--- src/design/sup_pkg.sv ---
// constants, types and frame layouts for the node supervision block
// assumes one 100 MHz system clock shared by every user of this package
package sup_pkg;
    localparam int CLK_PERIOD_NS = 10;
    localparam int TICK_PERIOD_NS = 1000000;
    localparam int TICK_CYCLES = TICK_PERIOD_NS / CLK_PERIOD_NS;

    localparam logic [10:0] NMT_ID = 11'h000;
    localparam logic [10:0] EMCY_BASE = 11'h080;
    localparam logic [10:0] GUARD_BASE = 11'h700;
    localparam logic [3:0] NMT_DLC = 4'h2;
    localparam logic [3:0] EMCY_DLC = 4'h8;
    localparam logic [3:0] STATE_DLC = 4'h1;
    localparam logic [3:0] BOOT_DLC = 4'h0;

    localparam logic [7:0] CMD_START = 8'h01;
    localparam logic [7:0] CMD_STOP = 8'h02;
    localparam logic [7:0] CMD_PREOP = 8'h80;
    localparam logic [7:0] CMD_RST_NODE = 8'h81;
    localparam logic [7:0] CMD_RST_COMM = 8'h82;
    localparam logic [7:0] NODE_ALL = 8'h00;

    localparam logic [15:0] EMCY_CODE = 16'h1000;
    localparam logic [7:0] EMCY_ERR_REG = 8'h81;
    localparam logic [7:0] APP_INIT = 8'h01;
    localparam logic [7:0] APP_CFG = 8'h02;
    localparam logic [7:0] APP_INDEX = 8'h03;
    localparam logic [7:0] APP_DI_RD = 8'h10;
    localparam logic [7:0] APP_DO_WR = 8'h11;
    localparam logic [7:0] APP_RW_BASE = 8'h20;
    localparam logic [7:0] APP_PAR_BASE = 8'h30;
    localparam logic [7:0] APP_DIAG_BASE = 8'h40;
    localparam logic [7:0] APP_PROC_BASE = 8'h80;
    localparam logic [7:0] APP_COUPLER = 8'hAA;

    typedef enum logic [6:0] {
        ST_INIT = 7'b0000000,
        ST_STOPPED = 7'b0000100,
        ST_OPER = 7'b0000101,
        ST_PREOP = 7'b1111111
    } nmt_state_t;

    typedef enum logic [3:0] {
        FK_INIT = 4'b0000,
        FK_CFG = 4'b0001,
        FK_INDEX = 4'b0010,
        FK_DI_RD = 4'b0011,
        FK_DO_WR = 4'b0100,
        FK_RW = 4'b0101,
        FK_PAR = 4'b0110,
        FK_DIAG = 4'b0111,
        FK_PROC = 4'b1000,
        FK_COUPLER = 4'b1001
    } fault_kind_t;

    // info[0] is the first additional byte of the fault
    typedef struct packed {
        fault_kind_t kind;
        logic [2:0] sub;
        logic [7:0] slot;
        logic [3:0][7:0] info;
    } fault_t;

    // data[0] is byte 0 on the wire
    typedef struct packed {
        logic [10:0] id;
        logic rtr;
        logic [3:0] dlc;
        logic [7:0][7:0] data;
    } can_frame_t;
endpackage

--- src/design/emcy_encoder.sv ---
// maps a back-panel fault report to emergency bytes 3 to 7
// assumes the caller registers the result before it reaches a pin
`timescale 1ns/100ps
module emcy_encoder (
    // fault in
    input wire sup_pkg::fault_t fault_i,
    // bytes 3..7, index 0 is byte 3
    output logic [4:0][7:0] app_o
);
    wire [7:0] sub8 = {5'h00, fault_i.sub};
    wire [7:0] par8 = {6'h00, fault_i.sub[1:0]};

    always_comb begin
        app_o = '0;
        unique case (fault_i.kind)
            sup_pkg::FK_INIT: app_o[0] = sup_pkg::APP_INIT;
            sup_pkg::FK_CFG: begin
                app_o[0] = sup_pkg::APP_CFG;
                app_o[1] = fault_i.slot;
                app_o[2] = fault_i.info[0];
                app_o[3] = fault_i.info[1];
            end
            sup_pkg::FK_INDEX: app_o[0] = sup_pkg::APP_INDEX;
            sup_pkg::FK_DI_RD: app_o[0] = sup_pkg::APP_DI_RD;
            sup_pkg::FK_DO_WR: app_o[0] = sup_pkg::APP_DO_WR;
            sup_pkg::FK_RW: begin
                app_o[0] = sup_pkg::APP_RW_BASE | sub8;
                app_o[1] = fault_i.slot;
                app_o[2] = fault_i.info[0];
                app_o[3] = fault_i.info[1];
            end
            sup_pkg::FK_PAR: begin
                app_o[0] = sup_pkg::APP_PAR_BASE | par8;
                app_o[1] = fault_i.slot;
                app_o[2] = fault_i.info[0];
                app_o[3] = fault_i.info[1];
            end
            sup_pkg::FK_DIAG: begin
                app_o[0] = 8'(sup_pkg::APP_DIAG_BASE + fault_i.slot);
                app_o[4:1] = fault_i.info;
            end
            sup_pkg::FK_PROC: begin
                app_o[0] = 8'(sup_pkg::APP_PROC_BASE + fault_i.slot);
                app_o[4:1] = fault_i.info;
            end
            sup_pkg::FK_COUPLER: begin
                app_o[0] = sup_pkg::APP_COUPLER;
                app_o[1] = fault_i.info[0];
                app_o[2] = fault_i.info[1];
                app_o[3] = fault_i.info[2];
            end
            default: app_o = '0;
        endcase
    end
endmodule

--- src/design/period_timer.sv ---
// periodic millisecond timer: pulses when limit ticks have elapsed
// assumes tick_i is a one-cycle pulse on the same clock
`timescale 1ns/100ps
module period_timer (
    // clock and control
    input wire logic clock_i,
    input wire logic rst_n_i,
    input wire logic ce_i,
    input wire logic tick_i,
    input wire logic run_i,
    input wire logic restart_i,
    input wire logic [23:0] limit_i,
    // event
    output logic expire_o
);
    logic [23:0] count_r;
    wire at_end = (count_r + 24'h000001) >= limit_i;
    // restart beats a coincident expiry so a fresh request always gets a full period
    assign expire_o = ce_i && run_i && !restart_i && tick_i && at_end;

    always_ff @(posedge clock_i) begin
        if (!rst_n_i) begin
            count_r <= 24'h000000;
        end else if (ce_i) begin
            // run and restart may move while frozen, so they only act when enabled
            if (!run_i || restart_i) begin
                count_r <= 24'h000000;
            end else if (tick_i) begin
                count_r <= at_end ? 24'h000000 : count_r + 24'h000001;
            end
        end
    end
endmodule

--- src/design/canopen_node_supervision.sv ---
// network management, guarding, heartbeat and emergency framing of a bus node
// assumes a frame controller with valid/ready on transmit and a one-cycle
// receive strobe on this clock; node number and timing come in as plain ports
`timescale 1ns/100ps
module canopen_node_supervision #(
    parameter int TICK_CYCLES_P = sup_pkg::TICK_CYCLES
) (
    // clock, reset, enable
    input wire logic clock_i,
    input wire logic rst_n_i,
    input wire logic ce_i,
    // node strap and timing configuration
    input wire logic [6:0] node_id_i,
    input wire logic [15:0] guard_time_i,
    input wire logic [7:0] life_factor_i,
    input wire logic [15:0] hb_period_i,
    // received frames
    input wire logic rx_valid_i,
    input wire sup_pkg::can_frame_t rx_frame_i,
    // transmitted frames
    output logic tx_valid_o,
    output sup_pkg::can_frame_t tx_frame_o,
    input wire logic tx_ready_i,
    // back-panel fault reports
    input wire logic fault_valid_i,
    input wire sup_pkg::fault_t fault_i,
    output logic fault_ready_o,
    // status
    output sup_pkg::nmt_state_t nmt_state_o,
    output logic master_fault_o,
    output logic guard_active_o,
    output logic node_reset_o,
    output logic comm_reset_o
);
    sup_pkg::nmt_state_t state_r, state_nxt;
    sup_pkg::can_frame_t tx_frame_r, tx_nxt;
    logic [6:0] node_s1_r, node_r;
    logic [23:0] tick_cnt_r;
    logic tx_valid_r, tx_boot_r;
    logic boot_pend_r, emcy_pend_r, guard_pend_r, hb_pend_r;
    logic [4:0][7:0] emcy_app_r;
    logic [4:0][7:0] enc_app;
    logic guard_on_r, master_fault_r, life_done_r, toggle_r;
    logic node_reset_r, comm_reset_r;
    logic guard_exp, life_exp, hb_exp;

    // node number is a strap from outside the clock domain; no reset, so it
    // settles while reset is held and the boot frame already carries it
    always_ff @(posedge clock_i) begin
        if (ce_i) begin
            node_s1_r <= node_id_i;
            node_r <= node_s1_r;
        end
    end

    wire [10:0] node11 = {4'h0, node_r};
    wire [10:0] emcy_id = sup_pkg::EMCY_BASE + node11;
    wire [10:0] guard_id = sup_pkg::GUARD_BASE + node11;

    // millisecond tick
    wire tick = tick_cnt_r == 24'(TICK_CYCLES_P - 1);
    always_ff @(posedge clock_i) begin
        if (!rst_n_i) begin
            tick_cnt_r <= 24'h000000;
        end else if (ce_i) begin
            tick_cnt_r <= tick ? 24'h000000 : tick_cnt_r + 24'h000001;
        end
    end

    // receive decode
    wire nmt_frame = rx_valid_i && !rx_frame_i.rtr && rx_frame_i.id == sup_pkg::NMT_ID
                     && rx_frame_i.dlc == sup_pkg::NMT_DLC;
    wire nmt_mine = rx_frame_i.data[1] == {1'b0, node_r}
                    || rx_frame_i.data[1] == sup_pkg::NODE_ALL;
    wire nmt_hit = ce_i && nmt_frame && nmt_mine;
    wire [7:0] cmd = rx_frame_i.data[0];
    wire cmd_start = nmt_hit && cmd == sup_pkg::CMD_START;
    wire cmd_stop = nmt_hit && cmd == sup_pkg::CMD_STOP;
    wire cmd_preop = nmt_hit && cmd == sup_pkg::CMD_PREOP;
    wire cmd_rst_node = nmt_hit && cmd == sup_pkg::CMD_RST_NODE;
    wire cmd_rst_comm = nmt_hit && cmd == sup_pkg::CMD_RST_COMM;
    wire cmd_reset = cmd_rst_node || cmd_rst_comm;
    wire guard_req = ce_i && rx_valid_i && rx_frame_i.rtr && rx_frame_i.id == guard_id;

    // supervision timers
    wire guard_en = guard_time_i != 16'h0000 && life_factor_i != 8'h00;
    wire [23:0] life_limit = guard_time_i * life_factor_i;
    wire guard_run = guard_on_r && guard_en && !cmd_reset;
    wire hb_run = hb_period_i != 16'h0000 && state_r != sup_pkg::ST_INIT && !cmd_reset;

    period_timer guard_tmr (
        .clock_i(clock_i),
        .rst_n_i(rst_n_i),
        .ce_i(ce_i),
        .tick_i(tick),
        .run_i(guard_run),
        .restart_i(guard_req),
        .limit_i({8'h00, guard_time_i}),
        .expire_o(guard_exp)
    );

    // stops after one expiry so the fallback is taken once per silence
    period_timer life_tmr (
        .clock_i(clock_i),
        .rst_n_i(rst_n_i),
        .ce_i(ce_i),
        .tick_i(tick),
        .run_i(guard_run && !life_done_r),
        .restart_i(guard_req),
        .limit_i(life_limit),
        .expire_o(life_exp)
    );

    period_timer hb_tmr (
        .clock_i(clock_i),
        .rst_n_i(rst_n_i),
        .ce_i(ce_i),
        .tick_i(tick),
        .run_i(hb_run),
        .restart_i(1'b0),
        .limit_i({8'h00, hb_period_i}),
        .expire_o(hb_exp)
    );

    // fault intake: one report held until its emergency is loaded
    emcy_encoder enc (
        .fault_i(fault_i),
        .app_o(enc_app)
    );
    assign fault_ready_o = !emcy_pend_r;
    wire fault_take = ce_i && fault_valid_i && !emcy_pend_r;

    // transmit arbitration: boot, emergency, guard reply, heartbeat
    wire tx_fire = ce_i && tx_valid_r && tx_ready_i;
    wire tx_free = !tx_valid_r || tx_fire;
    wire any_pend = boot_pend_r || emcy_pend_r || guard_pend_r || hb_pend_r;
    wire tx_load = ce_i && tx_free && any_pend;
    wire sel_boot = boot_pend_r;
    wire sel_emcy = !boot_pend_r && emcy_pend_r;
    wire sel_guard = !boot_pend_r && !emcy_pend_r && guard_pend_r;
    wire sel_hb = !boot_pend_r && !emcy_pend_r && !guard_pend_r;
    wire boot_done = tx_fire && tx_boot_r;

    always_comb begin
        tx_nxt = '0;
        if (sel_boot) begin
            tx_nxt.id = emcy_id;
            tx_nxt.dlc = sup_pkg::BOOT_DLC;
        end else if (sel_emcy) begin
            tx_nxt.id = emcy_id;
            tx_nxt.dlc = sup_pkg::EMCY_DLC;
            tx_nxt.data[0] = sup_pkg::EMCY_CODE[7:0];
            tx_nxt.data[1] = sup_pkg::EMCY_CODE[15:8];
            tx_nxt.data[2] = sup_pkg::EMCY_ERR_REG;
            tx_nxt.data[7:3] = emcy_app_r;
        end else begin
            tx_nxt.id = guard_id;
            tx_nxt.dlc = sup_pkg::STATE_DLC;
            tx_nxt.data[0] = {sel_guard && toggle_r, state_r};
        end
    end

    // node state
    always_comb begin
        state_nxt = state_r;
        if (cmd_reset) begin
            state_nxt = sup_pkg::ST_INIT;
        end else if (state_r == sup_pkg::ST_INIT) begin
            if (boot_done) begin
                state_nxt = sup_pkg::ST_PREOP;
            end
        end else if (cmd_start) begin
            state_nxt = sup_pkg::ST_OPER;
        end else if (cmd_stop) begin
            state_nxt = sup_pkg::ST_STOPPED;
        end else if (cmd_preop || life_exp) begin
            state_nxt = sup_pkg::ST_PREOP;
        end
    end

    always_ff @(posedge clock_i) begin
        if (!rst_n_i) begin
            state_r <= sup_pkg::ST_INIT;
        end else if (ce_i) begin
            state_r <= state_nxt;
        end
    end

    always_ff @(posedge clock_i) begin
        if (!rst_n_i) begin
            tx_valid_r <= 1'b0;
            tx_boot_r <= 1'b0;
            tx_frame_r <= '0;
        end else if (tx_load) begin
            tx_valid_r <= 1'b1;
            tx_boot_r <= sel_boot;
            tx_frame_r <= tx_nxt;
        end else if (tx_fire) begin
            tx_valid_r <= 1'b0;
            tx_boot_r <= 1'b0;
        end
    end

    // pending flags: clear on load first, a same-cycle set then wins
    always_ff @(posedge clock_i) begin
        if (!rst_n_i) begin
            boot_pend_r <= 1'b1;
            emcy_pend_r <= 1'b0;
            guard_pend_r <= 1'b0;
            hb_pend_r <= 1'b0;
            emcy_app_r <= '0;
        end else if (ce_i) begin
            if (tx_load) begin
                boot_pend_r <= boot_pend_r && !sel_boot;
                emcy_pend_r <= emcy_pend_r && !sel_emcy;
                guard_pend_r <= guard_pend_r && !sel_guard;
                hb_pend_r <= hb_pend_r && !sel_hb;
            end
            if (cmd_reset) begin
                boot_pend_r <= 1'b1;
                guard_pend_r <= 1'b0;
                hb_pend_r <= 1'b0;
            end else begin
                if (guard_req && state_r != sup_pkg::ST_INIT) begin
                    guard_pend_r <= 1'b1;
                end
                if (hb_exp) begin
                    hb_pend_r <= 1'b1;
                end
            end
            if (fault_take) begin
                emcy_pend_r <= 1'b1;
                emcy_app_r <= enc_app;
            end
        end
    end

    // guarding state
    always_ff @(posedge clock_i) begin
        if (!rst_n_i) begin
            guard_on_r <= 1'b0;
            master_fault_r <= 1'b0;
            life_done_r <= 1'b0;
            toggle_r <= 1'b0;
        end else if (ce_i) begin
            if (cmd_reset) begin
                guard_on_r <= 1'b0;
                master_fault_r <= 1'b0;
                life_done_r <= 1'b0;
                toggle_r <= 1'b0;
            end else begin
                if (guard_req) begin
                    guard_on_r <= 1'b1;
                    master_fault_r <= 1'b0;
                    life_done_r <= 1'b0;
                end
                if (guard_exp) begin
                    master_fault_r <= 1'b1;
                end
                if (life_exp) begin
                    life_done_r <= 1'b1;
                end
                if (tx_load && sel_guard) begin
                    toggle_r <= !toggle_r;
                end
            end
        end
    end

    always_ff @(posedge clock_i) begin
        if (!rst_n_i) begin
            node_reset_r <= 1'b0;
            comm_reset_r <= 1'b0;
        end else if (ce_i) begin
            node_reset_r <= cmd_rst_node;
            comm_reset_r <= cmd_rst_comm;
        end
    end

    assign tx_valid_o = tx_valid_r;
    assign tx_frame_o = tx_frame_r;
    assign nmt_state_o = state_r;
    assign master_fault_o = master_fault_r;
    assign guard_active_o = guard_on_r;
    assign node_reset_o = node_reset_r;
    assign comm_reset_o = comm_reset_r;

    wire tx_emcy8 = tx_valid_r && tx_frame_r.id == emcy_id && tx_frame_r.dlc == sup_pkg::EMCY_DLC;
    wire tx_state_load = tx_load && (sel_guard || sel_hb);

    a_emcy_header: assert property (@(posedge clock_i) disable iff (!rst_n_i)
        tx_emcy8 |-> tx_frame_r.data[2:0] == {sup_pkg::EMCY_ERR_REG, sup_pkg::EMCY_CODE[15:8],
                                              sup_pkg::EMCY_CODE[7:0]})
        else $error("emergency header wrong");
    a_boot_empty: assert property (@(posedge clock_i) disable iff (!rst_n_i)
        boot_done |-> tx_frame_r.dlc == sup_pkg::BOOT_DLC && tx_frame_r.id == emcy_id)
        else $error("boot emergency not empty");
    a_init_preop: assert property (@(posedge clock_i) disable iff (!rst_n_i)
        boot_done && state_r == sup_pkg::ST_INIT && !cmd_reset |=> state_r == sup_pkg::ST_PREOP)
        else $error("no preop after boot");
    a_nmt_start: assert property (@(posedge clock_i) disable iff (!rst_n_i)
        cmd_start && state_r != sup_pkg::ST_INIT |=> state_r == sup_pkg::ST_OPER)
        else $error("start command ignored");
    a_nmt_foreign: assert property (@(posedge clock_i) disable iff (!rst_n_i)
        ce_i && nmt_frame && !nmt_mine && !boot_done && !life_exp |=> $stable(state_r))
        else $error("acted on foreign node");
    a_guard_idle: assert property (@(posedge clock_i) disable iff (!rst_n_i)
        !guard_on_r |-> !master_fault_r && !life_exp)
        else $error("guard fault before first request");
    a_life_fall: assert property (@(posedge clock_i) disable iff (!rst_n_i)
        life_exp && state_r == sup_pkg::ST_OPER && !nmt_hit |=> state_r == sup_pkg::ST_PREOP)
        else $error("no fallback on lifetime");
    a_guard_zero: assert property (@(posedge clock_i) disable iff (!rst_n_i)
        !guard_en |-> !guard_exp && !life_exp)
        else $error("expiry while disabled");
    a_hb_zero: assert property (@(posedge clock_i) disable iff (!rst_n_i)
        hb_period_i == 16'h0000 |-> !hb_exp)
        else $error("heartbeat while period zero");
    a_state_id: assert property (@(posedge clock_i) disable iff (!rst_n_i)
        tx_state_load |=> tx_frame_r.id == $past(guard_id) && tx_frame_r.dlc == sup_pkg::STATE_DLC
        && tx_frame_r.data[0][6:0] == $past(state_r))
        else $error("state frame wrong");
    a_toggle: assert property (@(posedge clock_i) disable iff (!rst_n_i)
        tx_load && sel_guard && !cmd_reset |=> toggle_r != $past(toggle_r))
        else $error("guard toggle stuck");
    a_nmt_len: assert property (@(posedge clock_i) disable iff (!rst_n_i)
        rx_valid_i && rx_frame_i.id == sup_pkg::NMT_ID && rx_frame_i.dlc != sup_pkg::NMT_DLC
        && !boot_done && !life_exp |=> $stable(state_r))
        else $error("bad length command taken");

    c_boot: cover property (@(posedge clock_i) disable iff (!rst_n_i) boot_done);
    c_start: cover property (@(posedge clock_i) disable iff (!rst_n_i)
        cmd_start ##1 state_r == sup_pkg::ST_OPER);
    c_guard: cover property (@(posedge clock_i) disable iff (!rst_n_i) tx_load && sel_guard);
    c_emcy: cover property (@(posedge clock_i) disable iff (!rst_n_i) tx_emcy8 && tx_fire);
    c_life: cover property (@(posedge clock_i) disable iff (!rst_n_i) life_exp);
endmodule

--- config.mk ---
export PLATFORM = sky130hd
export DESIGN_NAME = canopen_node_supervision
export DESIGN_NICKNAME = d
export VERILOG_FILES = /design/src/design/sup_pkg.sv /design/src/design/emcy_encoder.sv /design/src/design/period_timer.sv /design/src/design/canopen_node_supervision.sv
export SDC_FILE = /design/constraint.sdc
export NUM_CORES = 1
export LEC_CHECK = 0
export BUFFER_PORTS_ARGS = -buffer_cell sky130_fd_sc_hd__buf_2
export CAP_MARGIN = 20
export CORE_ASPECT_RATIO = 1.1
export CORE_MARGIN = 2
export CORE_UTILIZATION = 58
export CTS_CLUSTER_DIAMETER = 30
export DETAILED_ROUTE_END_ITERATION = 8
export GPL_TIMING_DRIVEN = 0
export PLACE_DENSITY = 0.79
export SLEW_MARGIN = 20
export SYNTH_ARGS = -nofsm -noshare
export SYNTH_HDL_FRONTEND = slang
export SYNTH_SLANG_ARGS = --single-unit
--- constraint.sdc ---
create_clock -name clock_i -period 10.06 [get_ports clock_i]
set_clock_uncertainty 0.15 [all_clocks]
set_input_delay 1.006 -clock clock_i [delete_from_list [all_inputs] [get_ports clock_i]]
set_output_delay 1.006 -clock clock_i [all_outputs]
set_load 0.01 [all_outputs]
==> results.toml <==
[finish]
final_nets = 2444
final_cell_mix = "buf_2, dfxtp_1, nand2_1, inv_1, and2_1"
drive_above_1_share = 0.164
mostFrequentLayoutCell = "buf_2"
fill_cells = 2093
syn2layout_area_growth_pct = 18.8
antenna_cells = 0

[global_routing]
antenna_found_initial = 3
gr-total-overflow = 0
grt_util_all_layers = 0.289
grt_max_degree = 16
grt_pass1_vias = 14200
grt_pass1_wl_um = 68300

[worst_setup_path]
r2r_setup_slack_ns = 5.20
rr_endpoint = "life_tmr.count_r[19]"
critPathArrivalTime_ns = 8.37
required_ns = 10.38
r2r_start = "life_tmr.count_r[0]"
reg2reg_depth = 18
path_class = "primary input to flip-flop"
cp_common_cell = "fa_1"
end_kind = "flip-flop"
critical-path-max-stage-delay_ns = 0.55
cp-start-kind = "primary input"
cp_slowest_cell = "fa_1"
crit_path_max_fanout = 10

[synth]
synthCells = 1816
synth_edf_count = 14
yosysUniqueCellTypes = 77
yosys_warnings = 0
synth_area_per_cell_um2 = 8.71
synth-seq-cells = 219
async_flop_share = 0
yosys-top-cells-area = "dfxtp_1, fa_1, ha_1"
yosysSeqAreaShare = 0.286
synth_flop_cell = "dfxtp_1"
netlist_area_um2 = 15800
synth_top_area_share = 0.259
yosys.area.top_type = "dfxtp_1"

[clock_tree]
cts_setup_buffers = 0
postCtsHoldBufs = 0
clkTransAtPathRegs_ns = 0.05
ctsResizeCount = 0
cts_tree = "built"
clk_latency_ns = 0.53
clock_path_buffers = 3
numCtsBuffers = 44
clock_sinks = 219
cts-root-buf = "clkbuf_16"
htree_levels = 2

[die]
die_width_um = 161
core_area_um2 = 26900
num_io_pins = 273
num_rows = 63
die_h_um = 177
die_area_um2 = 28600
initial_core_util = 0.589

[timing]
final-setup-viol-count = 0
fmax_mhz = 124
rsz0062_at_grt = "false"
worstMarginPinSlew_ns = 0.853
drv_slew = 0
fin_crit_sh = 0.800
layout_min_cycle_time_ns = 8.05
slew_headroom = 0.416
tns_ns = 0
hold_viol = 0

[power_and_ir_drop]
power_density_nw_per_um2 = 183
ir_drop_uv = 181
finalPower_w = 0.00345
p_leak_nw = 8.79

[detailed_routing]
dr.first_iter.drc_count = 1080
viasPerCell = 5.74
ant_nets = 0
wl_per_cell_um = 16.7
num_vias = 14200
drc_errors = 0
dr.pass1.iters = 8
drt-total-wl_um = 41200

[place]
io_buffer_count = 199
dp_hpwl_um = 31100
gp_congestion = 0.892

[hold_path]
hold_path_class = "flip-flop to flip-flop"
whs_path_depth = 0
worstHoldStart = "node_s1_r[6]"
min_to = "node_r[6]"

[status]
status = "finished, final reports clean"

[flow_run]
max-cap-violations = 0
==> sequential cells by signal, indices dropped and copies added (netlist names), 3 cells and up <==
signal and count:
life_tmr.count_r 24, node_r 7, hb_tmr.count_r 24, node_s1_r 7, nmt_state_o 3, guard_tmr.count_r 24, tx_frame_o 54, emcy_app_r 40
tick_cnt_r 24
==> routing by layer <==
layer,wire (um),track usage,up-vias
met5,30,0,-
met1,16900,0.347,6784
met4,1120,0.0978,6
li1,-,-,6770
met3,2830,0.0569,92
met2,20300,0.517,510
==> synth_stat cells (all sizes together), types with 6 or more instances <==
library cell / n
a21o: 44
xor2: 55
nor4: 27
and2: 117
and3: 23
nand2: 162
a211oi: 18
a21oi: 45
inv: 162
xnor2: 42
nor3: 31
clkbuf: 63
nor3b: 33
o211ai: 17
a22oi: 49
nand2b: 24
ha: 104
and4: 7
fa: 84
o21a: 9
buf: 42
o21ai: 48
or3: 18
o21bai: 6
nor2: 97
a22o: 12
edfxtp: 14
dfxtp: 205
a21boi: 13
nand4: 34
or2: 10
a221oi: 26
nor2b: 61
a2111oi: 6
nand3: 45
==> through the flow <==
stage          utilization  hold WS, ns  setup slack, ns  instance area (um2)  std cells
4_1_cts              0.699        0.272             2.01                18800       2469
6_report             0.699        0.272             2.01                18800       2469
3_3_place_gp         0.644        0.253             1.61                17300       2387
3_5_place_dp         0.644        0.261             1.53                17300       2387
5_1_grt              0.699        0.277             1.63                18800       2469
2_1_floorplan            -        0.250             2.70                15900       1831
==> worst max-delay path by stage <==
stage | start | to | depth (start not counted)
after floorplan | life_factor_i[7] | life_tmr.count_r[18] | 27
after global placement | life_factor_i[6] | life_tmr.count_r[19] | 28
after detailed placement | life_factor_i[4] | life_tmr.count_r[18] | 28
after CTS | life_factor_i[4] | life_tmr.count_r[17] | 28
after global routing | life_factor_i[4] | life_tmr.count_r[18] | 28
final | life_factor_i[4] | life_tmr.count_r[19] | 28
==> area by class of cell <==
type                    count  area [um2]  share of cell area
plain buffers             105         534              0.0284
clock buffers              54        1200              0.0639
clock inverters            28         282              0.0150
inverters                 162         608              0.0323
multi-input cells        1345       10200               0.543
flip-flops and latches    219        4520               0.241
well taps                 357         447              0.0238
repair buffers            199         996              0.0530
==> worst max-delay path: cells and delay by family <==
kind	cells	cell delay, ns
AND/OR/NAND/NOR	5	1.26
AO/OA/AOI/OAI	9	2.15
adder cells (fa/ha/maj)	6	2.56
buffers and inverters	7	1.16
XOR/XNOR	1	0.21
==> cells by family (layout without fill, tap and decap cells) <==
group,count (synthesis),count (layout),synth area share
adders and majority gates,188,188,0.189
xor gates and xnor gates,97,97,0.0537
other,1,16,0.000237
DFF,219,219,0.286
muxes,6,6,0.00388
and+or+nand+nor,702,702,0.239
AOI/OAI and AO/OA,336,336,0.156
buffers and inverters,267,548,0.0722
==> report_power, final <==
| group | switching [W] | total, W | internal [W] |
|---|---|---|---|
| registers | 0.0000126 | 0.000910 | 0.000898 |
| clock network | 0.000499 | 0.00143 | 0.000935 |
| logic | 0.000632 | 0.00110 | 0.000470 |
(Power assumes the default switching activity.)
